## src/include/xts_pkg.sv

```systemverilog
// Constants, register map and enumerations for the extended execute block.
package xts_pkg;

   // --------------------------------------------------------------------
   // Register byte offsets on the bus
   // --------------------------------------------------------------------
   localparam logic [7:0] ADR_ISSUE  = 8'h00;
   localparam logic [7:0] ADR_STATUS = 8'h04;
   localparam logic [7:0] ADR_WORK   = 8'h08;
   localparam logic [7:0] ADR_PAGE   = 8'h0C;
   localparam logic [7:0] ADR_LOW    = 8'h10;
   localparam logic [7:0] ADR_HLAT   = 8'h14;
   localparam logic [1:0] ADR_DMEM_HI = 2'h1;

   // --------------------------------------------------------------------
   // Field positions, memory size, fixed values and values after reset
   // --------------------------------------------------------------------
   localparam int IS_OP_LSB  = 0;
   localparam int IS_BIT_LSB = 4;
   localparam int IS_ADR_LSB = 8;
   localparam int STB_BUSY   = 0;
   localparam int STB_ZERO   = 1;
   localparam int STB_SKIP   = 2;
   localparam int DMEM_DEPTH = 16;
   localparam int DMEM_AW    = 4;
   localparam logic [7:0]  LAST_PAGE = 8'hFF;
   localparam logic [7:0]  RST_BYTE  = 8'h00;
   localparam logic [15:0] RST_WORD  = 16'h0000;
   localparam logic [1:0]  ISSUE_SEL = 2'h3;

   // --------------------------------------------------------------------
   // Instruction and sequencer encodings
   // --------------------------------------------------------------------
   typedef enum logic [2:0] {
      OP_NONE          = 3'h0,
      OP_SKIP_CLR      = 3'h1,
      OP_PAGE_RD       = 3'h2,
      OP_LASTPAGE_RD   = 3'h3,
      OP_INC_PAGE_RD   = 3'h4,
      OP_INC_LAST_RD   = 3'h5,
      OP_XOR_WORK      = 3'h6,
      OP_XOR_MEM       = 3'h7
   } xts_op_t;

   typedef enum logic [2:0] {
      ST_IDLE    = 3'h0,
      ST_EXEC    = 3'h1,
      ST_DUMMY1  = 3'h2,
      ST_DUMMY2  = 3'h3,
      ST_TBL_REQ = 3'h4,
      ST_TBL_CAP = 3'h5
   } xts_state_t;

endpackage : xts_pkg

```

## src/hw/xts_core.sv

```systemverilog
// Execute unit for bit-clear skip, table reads and XOR, with a bus slave.
//
// Decided for this implementation: the address map and the Wishbone register port.
`timescale 1ns/1ps
`default_nettype none

// Summary of operation
// [RULE1] Bit-test skip skips next instruction when selected data bit is zero.
// [RULE2] A taken skip adds two dummy cycles, three instruction cycles in all.
// [RULE3] Page read: page and low pointer; low byte to data, high to latch.
// [RULE4] Last-page read uses last page and low pointer; same byte split.
// [RULE5] Incrementing page read bumps low pointer, then reads and splits.
// [RULE6] Incrementing last-page read bumps low pointer, then reads last page.
// [RULE7] XOR to working register stores working XOR data; only zero flag.
// [RULE8] XOR to memory writes working XOR data back to data byte.
// [RULE9] Skip and table reads keep flags; zero flag follows XOR result.
module xts_core (
   input  wire logic        I_CLK,
   input  wire logic        I_RSTN,
   input  wire logic        I_WB_CYC,
   input  wire logic        I_WB_STB,
   input  wire logic        I_WB_WE,
   input  wire logic [7:0]  I_WB_ADR,
   input  wire logic [3:0]  I_WB_SEL,
   input  wire logic [31:0] I_WB_DAT,
   output logic             O_WB_ACK,
   output logic      [31:0] O_WB_DAT,
   output logic      [15:0] O_PMEM_ADDR,
   output logic             O_PMEM_RD,
   input  wire logic [15:0] I_PMEM_DATA,
   output logic             O_BUSY,
   output logic             O_SKIP,
   output logic             O_ZERO
);

   // -----------------------------------------------------------------
   // State
   // -----------------------------------------------------------------
   typedef struct packed {
      xts_pkg::xts_state_t state;
      xts_pkg::xts_op_t    op;
      logic [2:0]          bsel;
      logic [3:0]          addr;
      logic [7:0]          work;
      logic [7:0]          page;
      logic [7:0]          low;
      logic [7:0]          hlat;
      logic                zero;
      logic                skip;
      logic                busy;
      logic [15:0]         paddr;
      logic                prd;
      logic                ack;
      logic [31:0]         rdat;
   } xts_core_state_t;

   xts_core_state_t r_reg;
   xts_core_state_t r_next;

   logic       wb_go;
   logic       dm_we;
   logic [3:0] dm_waddr;
   logic [7:0] dm_wdata;
   logic [7:0] dm_rdata_a;
   logic [7:0] dm_rdata_b;
   logic [7:0] xor_res;
   logic [7:0] low_inc;

   xts_dmem u_dmem (
      .i_clk     (I_CLK),
      .i_rstn    (I_RSTN),
      .i_we      (dm_we),
      .i_waddr   (dm_waddr),
      .i_wdata   (dm_wdata),
      .i_raddr_a (r_reg.addr),
      .o_rdata_a (dm_rdata_a),
      .i_raddr_b (I_WB_ADR[5:2]),
      .o_rdata_b (dm_rdata_b)
   );

   assign xor_res = r_reg.work ^ dm_rdata_a;
   assign low_inc = r_reg.low + 8'h01;

   // -----------------------------------------------------------------
   // Next state
   // -----------------------------------------------------------------
   // Bus writes are ignored while an instruction runs, so the operands
   // an instruction sees cannot change under it.
   always_comb begin
      r_next     = r_reg;
      r_next.ack = 1'b0;
      r_next.prd = 1'b0;
      dm_we      = 1'b0;
      dm_waddr   = r_reg.addr;
      dm_wdata   = 8'h00;
      wb_go      = I_WB_CYC && I_WB_STB && !r_reg.ack;

      if (wb_go) begin
         r_next.ack  = 1'b1;
         r_next.rdat = 32'h0000_0000;
         if (I_WB_ADR[7:6] == xts_pkg::ADR_DMEM_HI) begin
            r_next.rdat[7:0] = dm_rdata_b;
         end else begin
            case (I_WB_ADR)
               xts_pkg::ADR_ISSUE: begin
                  r_next.rdat[xts_pkg::IS_OP_LSB +: 3]  = r_reg.op;
                  r_next.rdat[xts_pkg::IS_BIT_LSB +: 3] = r_reg.bsel;
                  r_next.rdat[xts_pkg::IS_ADR_LSB +: 4] = r_reg.addr;
               end
               xts_pkg::ADR_STATUS: begin
                  r_next.rdat[xts_pkg::STB_BUSY] = r_reg.busy;
                  r_next.rdat[xts_pkg::STB_ZERO] = r_reg.zero;
                  r_next.rdat[xts_pkg::STB_SKIP] = r_reg.skip;
               end
               xts_pkg::ADR_WORK: r_next.rdat[7:0] = r_reg.work;
               xts_pkg::ADR_PAGE: r_next.rdat[7:0] = r_reg.page;
               xts_pkg::ADR_LOW:  r_next.rdat[7:0] = r_reg.low;
               xts_pkg::ADR_HLAT: r_next.rdat[7:0] = r_reg.hlat;
               default:           r_next.rdat      = 32'h0000_0000;
            endcase
         end
      end

      if (wb_go && I_WB_WE && !r_reg.busy) begin
         if (I_WB_ADR[7:6] == xts_pkg::ADR_DMEM_HI) begin
            dm_we    = I_WB_SEL[0];
            dm_waddr = I_WB_ADR[5:2];
            dm_wdata = I_WB_DAT[7:0];
         end else begin
            case (I_WB_ADR)
               xts_pkg::ADR_ISSUE: begin
                  if (I_WB_SEL[1:0] == xts_pkg::ISSUE_SEL &&
                      I_WB_DAT[2:0] != xts_pkg::OP_NONE) begin
                     r_next.op    = xts_pkg::xts_op_t'(I_WB_DAT[2:0]);
                     r_next.bsel  = I_WB_DAT[xts_pkg::IS_BIT_LSB +: 3];
                     r_next.addr  = I_WB_DAT[xts_pkg::IS_ADR_LSB +: 4];
                     r_next.state = xts_pkg::ST_EXEC;
                  end
               end
               xts_pkg::ADR_WORK: begin
                  if (I_WB_SEL[0]) r_next.work = I_WB_DAT[7:0];
               end
               xts_pkg::ADR_PAGE: begin
                  if (I_WB_SEL[0]) r_next.page = I_WB_DAT[7:0];
               end
               xts_pkg::ADR_LOW: begin
                  if (I_WB_SEL[0]) r_next.low = I_WB_DAT[7:0];
               end
               default: begin
               end
            endcase
         end
      end

      case (r_reg.state)
         xts_pkg::ST_IDLE: begin
         end
         xts_pkg::ST_EXEC: begin
            r_next.state = xts_pkg::ST_IDLE;
            case (r_reg.op)
               xts_pkg::OP_SKIP_CLR: begin
                  r_next.skip = !dm_rdata_a[r_reg.bsel];        // RULE1
                  if (!dm_rdata_a[r_reg.bsel]) begin
                     r_next.state = xts_pkg::ST_DUMMY1;          // RULE2
                  end
               end
               xts_pkg::OP_PAGE_RD: begin
                  r_next.paddr = {r_reg.page, r_reg.low};        // RULE3
                  r_next.prd   = 1'b1;
                  r_next.state = xts_pkg::ST_TBL_REQ;
               end
               xts_pkg::OP_LASTPAGE_RD: begin
                  r_next.paddr = {xts_pkg::LAST_PAGE, r_reg.low}; // RULE4
                  r_next.prd   = 1'b1;
                  r_next.state = xts_pkg::ST_TBL_REQ;
               end
               xts_pkg::OP_INC_PAGE_RD: begin
                  r_next.low   = low_inc;                        // RULE5
                  r_next.paddr = {r_reg.page, low_inc};          // RULE5
                  r_next.prd   = 1'b1;
                  r_next.state = xts_pkg::ST_TBL_REQ;
               end
               xts_pkg::OP_INC_LAST_RD: begin
                  r_next.low   = low_inc;                        // RULE6
                  r_next.paddr = {xts_pkg::LAST_PAGE, low_inc};  // RULE6
                  r_next.prd   = 1'b1;
                  r_next.state = xts_pkg::ST_TBL_REQ;
               end
               xts_pkg::OP_XOR_WORK: begin
                  r_next.work = xor_res;                         // RULE7
                  r_next.zero = (xor_res == 8'h00);              // RULE9
               end
               xts_pkg::OP_XOR_MEM: begin
                  dm_we       = 1'b1;                            // RULE8
                  dm_waddr    = r_reg.addr;
                  dm_wdata    = xor_res;
                  r_next.zero = (xor_res == 8'h00);              // RULE9
               end
               default: begin
               end
            endcase
         end
         xts_pkg::ST_DUMMY1: r_next.state = xts_pkg::ST_DUMMY2;
         xts_pkg::ST_DUMMY2: r_next.state = xts_pkg::ST_IDLE;
         xts_pkg::ST_TBL_REQ: r_next.state = xts_pkg::ST_TBL_CAP;
         xts_pkg::ST_TBL_CAP: begin
            // Program memory answers one cycle after the read strobe.
            dm_we        = 1'b1;                                 // RULE3
            dm_waddr     = r_reg.addr;
            dm_wdata     = I_PMEM_DATA[7:0];
            r_next.hlat  = I_PMEM_DATA[15:8];                    // RULE3
            r_next.state = xts_pkg::ST_IDLE;
         end
         default: r_next.state = xts_pkg::ST_IDLE;
      endcase

      r_next.busy = (r_next.state != xts_pkg::ST_IDLE);
   end

   always_ff @(posedge I_CLK or negedge I_RSTN) begin
      if (!I_RSTN) begin
         r_reg       <= '0;
         r_reg.state <= xts_pkg::ST_IDLE;
         r_reg.op    <= xts_pkg::OP_NONE;
         r_reg.work  <= xts_pkg::RST_BYTE;
         r_reg.page  <= xts_pkg::RST_BYTE;
         r_reg.low   <= xts_pkg::RST_BYTE;
         r_reg.hlat  <= xts_pkg::RST_BYTE;
         r_reg.paddr <= xts_pkg::RST_WORD;
      end else begin
         r_reg <= r_next;
      end
   end

   assign O_WB_ACK    = r_reg.ack;
   assign O_WB_DAT    = r_reg.rdat;
   assign O_PMEM_ADDR = r_reg.paddr;
   assign O_PMEM_RD   = r_reg.prd;
   assign O_BUSY      = r_reg.busy;
   assign O_SKIP      = r_reg.skip;
   assign O_ZERO      = r_reg.zero;

   logic exec_skip;
   logic exec_tbl;
   assign exec_skip = r_reg.state == xts_pkg::ST_EXEC &&
                      r_reg.op == xts_pkg::OP_SKIP_CLR;
   assign exec_tbl  = r_reg.state == xts_pkg::ST_EXEC &&
                      r_reg.op inside {xts_pkg::OP_PAGE_RD,
                                       xts_pkg::OP_LASTPAGE_RD,
                                       xts_pkg::OP_INC_PAGE_RD,
                                       xts_pkg::OP_INC_LAST_RD};
endmodule : xts_core

`default_nettype wire

```

## src/hw/xts_dmem.sv

```systemverilog
// Small data memory held in flip-flops, one write port and two read ports.
`timescale 1ns/1ps
`default_nettype none

module xts_dmem (
   input  wire logic       i_clk,
   input  wire logic       i_rstn,
   input  wire logic       i_we,
   input  wire logic [3:0] i_waddr,
   input  wire logic [7:0] i_wdata,
   input  wire logic [3:0] i_raddr_a,
   output logic      [7:0] o_rdata_a,
   input  wire logic [3:0] i_raddr_b,
   output logic      [7:0] o_rdata_b
);

   typedef struct packed {
      logic [xts_pkg::DMEM_DEPTH-1:0][7:0] mem;
   } xts_dmem_state_t;

   xts_dmem_state_t s_reg;
   xts_dmem_state_t s_next;
   logic [xts_pkg::DMEM_DEPTH-1:0][7:0] entry_next;

   genvar k;
   generate
      for (k = 0; k < xts_pkg::DMEM_DEPTH; k = k + 1) begin : g_entry
         assign entry_next[k] = (i_we && i_waddr == 4'(k)) ? i_wdata
                                                            : s_reg.mem[k];
      end
   endgenerate

   always_comb begin
      s_next     = s_reg;
      s_next.mem = entry_next;
   end

   always_ff @(posedge i_clk or negedge i_rstn) begin
      if (!i_rstn) begin
         s_reg <= '0;
      end else begin
         s_reg <= s_next;
      end
   end

   assign o_rdata_a = s_reg.mem[i_raddr_a];
   assign o_rdata_b = s_reg.mem[i_raddr_b];

endmodule : xts_dmem

`default_nettype wire

```

## config.mk

```make
export PLATFORM = sky130hd
export DESIGN_NAME = xts_core
export DESIGN_NICKNAME = d
export VERILOG_FILES = /design/src/include/xts_pkg.sv /design/src/hw/xts_core.sv /design/src/hw/xts_dmem.sv
export SDC_FILE = /design/constraint.sdc
export NUM_CORES = 1
export LEC_CHECK = 0
export BUFFER_PORTS_ARGS = -buffer_cell sky130_fd_sc_hd__buf_2
export CAP_MARGIN = 20
export CORE_ASPECT_RATIO = 0.8
export CORE_MARGIN = 4
export CORE_UTILIZATION = 35
export CTS_BUF_LIST = sky130_fd_sc_hd__clkbuf_8
export CTS_CLUSTER_DIAMETER = 100
export DETAILED_ROUTE_END_ITERATION = 12
export SYNTH_ARGS = -nofsm -noshare
export SYNTH_HDL_FRONTEND = slang
export SYNTH_SLANG_ARGS = --single-unit
```

## constraint.sdc

```tcl
create_clock -name I_CLK -period 2.31 [get_ports I_CLK]
set_input_delay 0.231 -clock I_CLK [delete_from_list [all_inputs] [get_ports I_CLK]]
set_output_delay 0.231 -clock I_CLK [all_outputs]
set_load 0.02 [all_outputs]
```

==> results of run 1 <==
## worst paths after layout
kind / from / end / slack [ps] / depth (start not counted)
max reg2reg: r_reg[85]$_DFFE_PN0P_ / u_dmem.s_reg[66]$_DFFE_PN0P_ / -190 / 9
max: r_reg[85]$_DFFE_PN0P_ / u_dmem.s_reg[66]$_DFFE_PN0P_ / -190 / 9
min reg2reg: O_PMEM_ADDR[15]$_DFFE_PN0P_ / O_PMEM_ADDR[15]$_DFFE_PN0P_ / 480 / 2
min: I_WB_DAT[5] / r_reg[90]$_DFFE_PN0P_ / 30 / 2
max in group asynchronous: I_RSTN / u_dmem.s_reg[110]$_DFFE_PN0P_ / 1320 / 3
min in group asynchronous: I_RSTN / O_PMEM_ADDR[0]$_DFFE_PN0P_ / 270 / 2
## critical path: stages (launching register included)
cell and delay (ps):
dfrtp_2 390, buf_12 160, buf_12 140, mux4_2 500
a22oi_2 240, nand3_4 160, xnor2_4 240, o31ai_4 90
buf_12 170, mux2_4 270
## repair_timing
action,CTS,global route
hold buffers,15,0
endpoints found under the hold margin,77,0
pin swaps,33,17
setup buffers,26,11
cloned,1,1
gates resized for setup,115,50
endpoints found under the setup margin,148,157
## area by class of cell
type                       count  area share, %
timing repair buffer         303          16.36
sequential                   206          33.01
clock buffer                  44          3.877
multi-input combinational    654          42.57
tap                          434          3.476
clock inverter                15         0.4165
inverter                      12         0.2884
## logic make-up after synthesis
group | count (synthesis)
muxes | 246
and+or+nand+nor | 220
DFF | 206
AOI/OAI and AO/OA | 152
buffers and inverters | 126
xor gates and xnor gates | 15
adders and majority gates | 1
other | 1
## report_power, final
| part | switching, uW | internal, uW | leakage (uW) | total (uW) |
|---|---|---|---|---|
| sequential | 337 | 3940 | 0.00269 | 4280 |
| combinational | 1650 | 1480 | 0.00388 | 3130 |
| clock | 1540 | 1710 | 0.000385 | 3240 |
| total | 3530 | 7130 | 0.00695 | 10700 |
## metrics by stage
| step | total power [uW] | worst slack [ps] | utilization [%] |
|---|---|---|---|
| detailed placement | 7049 | -730.2 | 40.83 |
| finish | 10650 | -194.1 | 46.44 |
| floorplan | 6123 | -116.4 | - |
| global placement | 7001 | -618.2 | 40.83 |
| global route | 11170 | -250.7 | 46.44 |
| CTS | 10630 | -156.6 | 45.52 |
## cells in the final DEF (no fill, tap or decap), types with 11 or more instances in the layout
| cell type | count |
|---|---|
| nor2_1 | 57 |
| mux4_2 | 65 |
| buf_12 | 16 |
| dlygate4sd3_1 | 15 |
| inv_1 | 20 |
| nor3_1 | 14 |
| conb_1 | 20 |
| o22ai_1 | 11 |
| dfrtp_1 | 205 |
| buf_2 | 73 |
| buf_4 | 150 |
| mux2i_1 | 20 |
| mux2_4 | 40 |
| clkbuf_8 | 45 |
| o21ai_0 | 28 |
| mux2_2 | 115 |
| nand3_1 | 16 |
| a21oi_1 | 37 |
| nand2_1 | 47 |
| buf_6 | 45 |
## routing by layer
layer	GRT usage, %	vias up	wire length [um]
met5	0	-	0
met4	5.833	0	1068
li1	-	4039	-
met3	5.025	84	3541
met1	30.59	4739	17400
met2	28.43	410	16090
==> run metrics, run 1 <==
#FFs+latches synth=206; Tcrit/Tclk final=108.4%; Die Wd=around 210 um; Cell Area, Synth=between 10000 and 15000 um2; largest net degree at the start of global routing=69; Slew @ Worst Pin=around 700 ps; register area=5156 um2; post-synthesis adder-cell area fraction=0.1050%; number of setup violations in the final report=between 100 and 150; clk buf depth=3; mux cell area share after synthesis=roughly 29%; clk_lat worst skew=550 ps; crit path max fanout=16; Layout fillers=3002; Final WS setup=-194.1 ps; count leader, synth=dfrtp_1; maximum operating frequency=between 300 and 400 MHz; XOR/XNOR share of the synthesized area=1.354%; first-pass GRT wire length=58370 um; GRT Total Usage=20.15%; Most used DFF post-synth=dfrtp_1; DRT Pass-1 Iters=5; site row count=60; Rel. slew slack=53.06%; Vias per Instance=5.559; vias in the first global route=9232; Area contributors post-synth=dfrtp_1, mux2_2, mux4_2, buf_4, mux2i_1; Layout Area Growth over Synthesis=31.04%; Core Area=~34000 um2; Die H=173.1 um; Max IR drop VDD=410.1 uV; failing checks=setup timing; P_leak=0.006954 uW; final non-filler cell total=roughly 1.7k; DRC viols=0; max reg flops=between 100 and 150; cell accounting for the most synthesized area=dfrtp_1; CTS HTree Levels=2; async set-reset flop share out of synthesis=100.0%; fin crit period=2504 ps; routed wire length=~38000 um; root buf cell=clkbuf_8; worst hold slack=33.36 ps; Unique masters post-synth=between 80 and 90; nets@finish=1278; mean routed wirelength per cell=22.84 um; Top-Level Pins=between 100 and 150; DP Area=13730 um2; TritonCTS Sinks=slightly above 200; hpwl dp=27450 um; CP Capture Type=flop; Clock transition at path regs=70 ps; Post-Place Cells=between 1.5k and 2k; Max-Cap Viols=0; Worst Path Arrival=2920 ps; number of flops mapped to enable cells by yosys=0; die area=37090 um2; largest family of logic cells by synthesized area=multiplexers; 1st-iter DRT viols=978; Max Clock Skew=20.08 ps; crit start category=flop; Compound-Gate Fraction of Synth Area=9.898%; Worst EP required=2730 ps; Synth top area share=43.25%; layout cells sized above 1=52.84%; sequential share of the synthesized area=between 40 and 50%; total grt overflow=0; pwr dens=around 700 nW/um2; Commonest cells post-synth=dfrtp_1, mux2_2, mux4_2; vias post-DR=9272; total CTS buffers=35; footprint of the multi-input gates=6650 um2; Yosys Warn Count=0; outcome=complete, but fails checks; Post-Syn Instances=967; setup TNS=-14850 ps; input/output buffers=75; Avg Cell Area, Syn=between 10 and 15 um2; Final Slew Violations=0; antenna violations before repair=0; Routability Congestion=0.8927; CTS tree=built; HP Class=in -> reg; Post-Synth Simple-Gate Area=9.384%; post-route antenna net violation count=0; RSZ-0062 raised after global routing=true; Final Cell Area=15620 um2; Ant. Diodes=0; initial core utilization=35.44%; final hold vios=0; Setup CP Type=reg -> reg
Note: power is estimated with default switching activity, not from simulation.
==> inputs of run 2 (changes only) <==
- clock period: 2.31 -> 2.1 ns (I/O delays scaled with it)
==> run 2 against run 1 <==
  * The run still ends with setup timing left
  * Routed wire length up 0.30%
  * First-iteration DRC count shrank 11%
  * Clock power increased by 13%
  * Highest routed layer unchanged
  * Register-to-register slack worse by 180 ps
  * Fmax up 1.1%
  * Worst setup slack got worse by 180 ps
  * Die area stayed put
  * Largest power group unchanged
  * Clock-buffer cell count fell by 1
  * Via count up 0.33%
==> run metrics, run 2 (synthesized netlist as in run 1, its figures left out) <==
outcome=complete, but fails checks (unchanged); failing checks=setup timing (unchanged); R2R Setup Slk=-380 ps (was -190 ps); Final Cell Area=16070 um2 (was 15620 um2); Max Clock Skew=24.39 ps (was 20.08 ps); Routability Congestion=0.9140 (was 0.8927); Worst Path Arrival=2910 ps (was 2920 ps); most common cell after layout, fill and taps aside=dfrtp_1 (unchanged); max reg flops=128 (unchanged); critical path, cell by cell=buf_12 -> buf_4 -> buf_6 -> mux4_2 -> a22oi_2 -> and3_4 -> xnor2_4 -> nand2_4 -> nand2_8 -> mux2_2 (was buf_12 -> buf_12 -> mux4_2 -> a22oi_2 -> nand3_4 -> xnor2_4 -> o31ai_4 -> buf_12 -> mux2_4); maximum operating frequency=403.6 MHz (was 399.3 MHz); Final Slew Violations=0 (unchanged); Layout Area Growth over Synthesis=34.77% (was 31.04%); Slew @ Worst Pin=605.7 ps (was 701.6 ps); crit start category=flop (unchanged); Vias per Instance=5.488 (was 5.559); layout cells sized above 1=54.00% (was 52.84%); root buf cell=clkbuf_8 (unchanged); largest net degree at the start of global routing=61 (was 69); most frequent cells in the layout=dfrtp_1, buf_4, mux2_2 (unchanged); Worst EP required=2540 ps (was 2730 ps); P_sw=3964 uW (was 3527 uW); vias post-DR=9303 (was 9272); share of total power in the clock network=30.5% (about the same); Tot Pwr=11980 uW (was 10650 uW); Comb power frac=30.4% (was 29.4%); Net Sw Frac=33.08% (was 33.11%); Hold Path Cell Cnt=2 (unchanged); Max IR drop VDD=495.3 uV (was 410.1 uV); nets@finish=1305 (was 1278); clk_lat worst skew=550 ps (about the same); vias in the first global route=9442 (was 9232); fin crit period=2478 ps (was 2504 ps); RSZ-0062 raised after global routing=true (unchanged); Clock transition at path regs=60 ps (was 70 ps); HP Class=in -> reg (unchanged); worst reg2reg startpoint=r_reg[85]$_DFFE_PN0P_ (unchanged); Die H=173.1 um (unchanged); pwr dens=745.9 nW/um2 (was 682.0 nW/um2); Worst R2R End=u_dmem.s_reg[32]$_DFFE_PN0P_ (was u_dmem.s_reg[66]$_DFFE_PN0P_); first-pass GRT wire length=58220 um (was 58370 um); sequential power share=39.2% (was 40.1%); Int Pwr=8019 uW (was 7126 uW); CP Capture Type=flop (unchanged); CTS HTree Levels=2 (unchanged); GRT Total Usage=20.20% (was 20.15%); input/output buffers=75 (unchanged); Die Wd=214.3 um (unchanged); TritonCTS Sinks=206 (unchanged); mean routed wirelength per cell=22.55 um (was 22.84 um); Setup CP Type=reg -> reg (unchanged); total grt overflow=0 (unchanged); final hold vios=0 (unchanged); initial core utilization=35.44% (unchanged); DRC viols=0 (unchanged); Final WS setup=-377.8 ps (was -194.1 ps); clk buf depth=3 (unchanged); critical path's slowest cell=mux4_2 (unchanged); site row count=60 (unchanged); CTS tree=built (unchanged); Top-Level Pins=118 (unchanged); Tcrit/Tclk final=118.0% (was 108.4%); 1st-iter DRT viols=875 (was 978); post-route antenna net violation count=0 (unchanged); die area=37090 um2 (unchanged); crit path max fanout=8 (was 16); total CTS buffers=35 (unchanged); Core Area=33630 um2 (unchanged); worst hold endpoint=r_reg[91]$_DFFE_PN0P_ (was r_reg[90]$_DFFE_PN0P_); DRT Pass-1 Iters=8 (was 5); hold path start=I_WB_DAT[6] (was I_WB_DAT[5]); Max-Cap Viols=0 (unchanged); Ant. Diodes=0 (unchanged); CP peak stage delay=540 ps (was 500 ps); hpwl dp=27450 um (about the same); number of setup violations in the final report=166 (was 135); worst slack, placed=-674.4 ps (was -730.2 ps); P_leak=0.007194 uW (was 0.006954 uW); antenna violations before repair=0 (unchanged); FF-to-FF path depth=10 (was 9); Rel. slew slack=59.31% (was 53.06%); routed wire length=38220 um (was 38100 um); DP Area=14140 um2 (was 13730 um2)
-- run 2: final cells by class --
cell class	instances	area (um2)
timing repair buffer	329	2870
fill	2963	17570
clock buffer	43	591.8
inverter	12	45.04
sequential	206	5156
multi-input combinational	655	6769
tap	434	543.0
clock inverter	16	90.09
-- run 2: worst max-delay path: cells and delay by family (launching register included) --
family	cells	cell delay, ps
simple gates	3	490
mux	2	810
flops	1	420
buf+inv	3	400
compound gates	1	170
xor+xnor	1	80
-- run 2: stage by stage --
| stage | std cells | TNS, ps | hold WS [ps] | utilization [%] |
|---|---|---|---|---|
| 2_1_floorplan | 986 | -36310 | -85.59 | - |
| 3_3_place_gp | 1594 | -77290 | 240.0 | 42.04 |
| 3_5_place_dp | 1594 | -79720 | 244.7 | 42.04 |
| 4_1_cts | 1691 | -44570 | 0.8845 | 47.05 |
| 5_1_grt | 1695 | -58900 | 46.76 | 47.77 |
| 6_report | 1695 | -45180 | 50.63 | 47.77 |
-- run 2: what timing repair did --
action	4_1_cts	5_1_grt
cloned	2	1
hold buffers	15	1
resized for setup	128	45
setup buffers	22	3
endpoints found under the setup margin	170	171
hold endpoints to repair	67	1
pin swaps	32	21
-- run 2: power by group through the flow --
stage | sequential [uW] | combinational [uW] | clock, uW
4_1_cts | 4680 | 3490 | 3740
6_report | 4690 | 3640 | 3650
5_1_grt | 4740 | 3890 | 3940
3_5_place_dp | 4740 | 3110 | 0
2_1_floorplan | 4630 | 2120 | 0
3_3_place_gp | 4740 | 3090 | 0
-- run 2: how the worst max path moves through the flow --
stage,start,to,cells after the start
floorplan,O_WB_ACK$_DFF_PN0_,u_dmem.s_reg[10]$_DFFE_PN0P_,9
global placement,r_reg[85]$_DFFE_PN0P_,u_dmem.s_reg[41]$_DFFE_PN0P_,7
detailed placement,r_reg[85]$_DFFE_PN0P_,u_dmem.s_reg[89]$_DFFE_PN0P_,7
CTS,r_reg[85]$_DFFE_PN0P_,O_ZERO$_DFFE_PN0P_,10
global route,r_reg[85]$_DFFE_PN0P_,O_ZERO$_DFFE_PN0P_,10
finish,r_reg[85]$_DFFE_PN0P_,u_dmem.s_reg[32]$_DFFE_PN0P_,10
-- run 2: routing by layer --
layer	part of all wire, %	global-route usage, %	vias up
li1	-	-	4074
met1	46	30.01	4802
met2	43	28.49	364
met3	9.4	6.465	63
met4	2.1	5.266	0
met5	0	0	-
==> inputs of run 3 (changes only) <==
- SYNTH_HIERARCHICAL: default -> 1
==> run 3 against run 2 <==
  * The run still ends with setup timing left
  * Sequential power decreased by 2%
  * Highest routed layer is now met5
  * Combinational power decreased by 9.1%
  * Design area decreased by 3.0%
  * Sequential share of layout area increased by 0.99 points
  * Worst setup slack got worse by 260 ps
  * Area after synthesis decreased by 2.9%
  * Clock skew decreased by 2.4 ps
  * Global-route usage increased by 0.30 points
  * Die area decreased by 2.8%
  * Routed wire length decreased by 1.6%
  * Non-clock buffer count decreased by 3
  * Cell count decreased by 2.2%
==> run metrics, run 3 <==
Comb power frac=28.1% (was 30.4%); first-pass GRT wire length=56530 um (was 58220 um); nets@finish=1269 (was 1305); Int Pwr=8064 uW (was 8019 uW); Worst Path Arrival=3180 ps (was 2910 ps); CTS tree=built (unchanged); DRT Pass-1 Iters=5 (was 8); Max IR drop VDD=342.7 uV (was 495.3 uV); hpwl dp=26700 um (was 27450 um); setup TNS=-76570 ps (was -45180 ps); max reg flops=128 (unchanged); vias post-DR=9154 (was 9303); Routability Congestion=0.8943 (was 0.9140); clk buf depth=3 (unchanged); Max Clock Skew=21.98 ps (was 24.39 ps); cell accounting for the most synthesized area=dfrtp_1 (unchanged); Slew @ Worst Pin=1233 ps (was 605.7 ps); site row count=59 (was 60); routed wire length=37610 um (was 38220 um); die area=36060 um2 (was 37090 um2); Net Sw Frac=31.50% (was 33.08%); Tcrit/Tclk final=130.6% (was 118.0%); Final Slew Violations=0 (unchanged); mean routed wirelength per cell=22.68 um (was 22.55 um); largest net degree at the start of global routing=50 (was 61); Layout fillers=2894 (was 2963); maximum operating frequency=364.6 MHz (was 403.6 MHz); Cell Area, Synth=11570 um2 (was 11920 um2); HP Class=in -> reg (unchanged); final hold vios=0 (unchanged); sequential power share=38.9% (was 39.2%); share of total power in the clock network=33.0% (was 30.5%); Setup CP Type=reg -> reg (unchanged); Synth top area share=44.55% (was 43.25%); pwr dens=755.3 nW/um2 (was 745.9 nW/um2); Yosys Warn Count=6 (was 0); Post-Syn Instances=933 (was 967); total grt overflow=0 (unchanged); Final WS setup=-642.7 ps (was -377.8 ps); Layout Area Growth over Synthesis=34.67% (was 34.77%); Core Area=32560 um2 (was 33630 um2); Area contributors post-synth=dfrtp_1, mux2_2, mux4_2, buf_4, a22oi_1 (was dfrtp_1, mux2_2, mux4_2, buf_4, mux2i_1); clk_lat worst skew=550 ps (about the same); count leader, synth=dfrtp_1 (unchanged); P_leak=0.007136 uW (was 0.007194 uW); 1st-iter DRT viols=791 (was 875); failing checks=setup timing (unchanged); sequential share of the synthesized area=44.55% (was 43.25%); Clock transition at path regs=70 ps (was 60 ps); GRT Total Usage=20.50% (was 20.20%); TritonCTS Sinks=206 (unchanged); RSZ-0062 raised after global routing=true (unchanged); root buf cell=clkbuf_8 (unchanged); Avg Cell Area, Syn=12.40 um2 (was 12.33 um2); vias in the first global route=9138 (was 9442); Unique masters post-synth=61 (was 81); outcome=complete, but fails checks (unchanged); initial core utilization=35.55% (was 35.44%); #FFs+latches synth=206 (unchanged); Vias per Instance=5.521 (was 5.488); number of setup violations in the final report=140 (was 166); Most used DFF post-synth=dfrtp_1 (unchanged); Commonest cells post-synth=dfrtp_1, mux2_2, mux4_2 (unchanged); Rel. slew slack=17.66% (was 59.31%); Top-Level Pins=118 (unchanged); crit start category=flop (unchanged); antenna violations before repair=2 (was 0); Die H=170.6 um (was 173.1 um); DRC viols=0 (unchanged); async set-reset flop share out of synthesis=100.0% (unchanged); number of flops mapped to enable cells by yosys=0 (unchanged); most common cell after layout, fill and taps aside=dfrtp_1 (unchanged); input/output buffers=75 (unchanged); crit path max fanout=8 (unchanged); CTS HTree Levels=2 (unchanged); P_sw=3708 uW (was 3964 uW); total CTS buffers=36 (was 35); fin crit period=2743 ps (was 2478 ps); most frequent cells in the layout=dfrtp_1, buf_4, mux2_2 (unchanged); Worst EP required=2530 ps (was 2540 ps); Max-Cap Viols=0 (unchanged); Die Wd=211.3 um (was 214.3 um); CP Capture Type=flop (unchanged); Tot Pwr=11770 uW (was 11980 uW); layout cells sized above 1=55.66% (was 54.00%); post-route antenna net violation count=0 (unchanged)
-- run 3: through the flow --
stage	setup WS, ps	cells	hold WS [ps]	util [%]	area, um2
floorplan	-551.5	952	-85.59	-	11920
global placement	-739.4	1565	210.2	43.28	14090
detailed placement	-752.4	1565	211.9	43.28	14090
CTS	-628.2	1650	8.180	47.03	15310
global route	-779.8	1657	35.51	47.87	15580
finish	-642.7	1658	52.98	47.87	15580
-- run 3: path summary, 6_finish.rpt --
path | slack [ps] | from | endpoint | cells after the start
worst max-delay path | -640 | r_reg[85]$_DFFE_PN0P_ | u_dmem/s_reg[81]$_DFFE_PN0P_ | 11
worst min-delay path | 50 | I_WB_DAT[6] | r_reg[67]$_DFF_PN0_ | 3
worst max register to register | -640 | r_reg[85]$_DFFE_PN0P_ | u_dmem/s_reg[81]$_DFFE_PN0P_ | 11
worst min register to register | 510 | r_reg[55]$_DFFE_PN0N_ | r_reg[55]$_DFFE_PN0N_ | 1
max in group asynchronous | 1230 | I_RSTN | r_reg[62]$_DFF_PN0_ | 3
min in group asynchronous | 190 | I_RSTN | u_dmem/s_reg[107]$_DFFE_PN0P_ | 2
-- run 3: critical path: stages (launching register included) --
cell,delay (ps)
dfrtp_2,400
buf_8,150
buf_12,160
buf_12,110
mux4_2,500
a22oi_2,210
nand2_2,120
xnor2_2,180
nor2_1,60
a221o_1,290
buf_4,170
mux2_2,260
-- run 3: layout make-up --
cell class | count | area [um2] | area share (%)
clock inverters | 17 | 105.1 | 0.6744
multi-input cells | 625 | 6322 | 40.57
clock buffers | 47 | 646.9 | 4.151
repair buffers | 326 | 2785 | 17.87
diodes | 2 | 5.005 | 0.03211
flip-flops and latches | 206 | 5156 | 33.08
well taps | 427 | 534.3 | 3.428
inverters | 8 | 30.03 | 0.1927
-- run 3: timing repair --
action | 4_1_cts | 5_1_grt
hold buffers | 13 | 0
pin swaps | 25 | 16
gates resized for setup | 68 | 56
buffers inserted | 7 | 6
setup endpoints to repair | 142 | 159
cloned | 1 | 0
hold endpoints to repair | 56 | 0
-- run 3: layer usage --
metal  vias to the layer above  track usage [%]  wire length, um
met2                       349            29.02            15990
li1                       4025                -                -
met3                        58            5.940             3339
met4                         2            4.563              555
met1                      4720            31.03            17620
met5                         -            2.122              105
-- run 3: cells by family (layout without fill, tap and decap cells) --
| group | after synthesis | count (layout) | share of synthesized area (%) |
|---|---|---|---|
| AND/OR/NAND/NOR | 202 | 202 | 9.201 |
| other | 1 | 22 | 0.03240 |
| flip-flops | 206 | 206 | 44.55 |
| AO/OA/AOI/OAI | 148 | 148 | 9.071 |
| adder cells (fa/ha/maj) | 1 | 1 | 0.1081 |
| XOR/XNOR | 14 | 14 | 1.060 |
| multiplexers | 240 | 240 | 29.78 |
| buffers and inverters | 121 | 398 | 6.206 |
-- run 3: power groups by stage --
stage / registers [uW] / clock network (uW) / logic (uW)
finish: 4580 / 3880 / 3310
global placement: 4630 / 0 / 2820
CTS: 4570 / 3980 / 3140
detailed placement: 4630 / 0 / 2850
global route: 4610 / 4160 / 3540
floorplan: 4580 / 0 / 1870
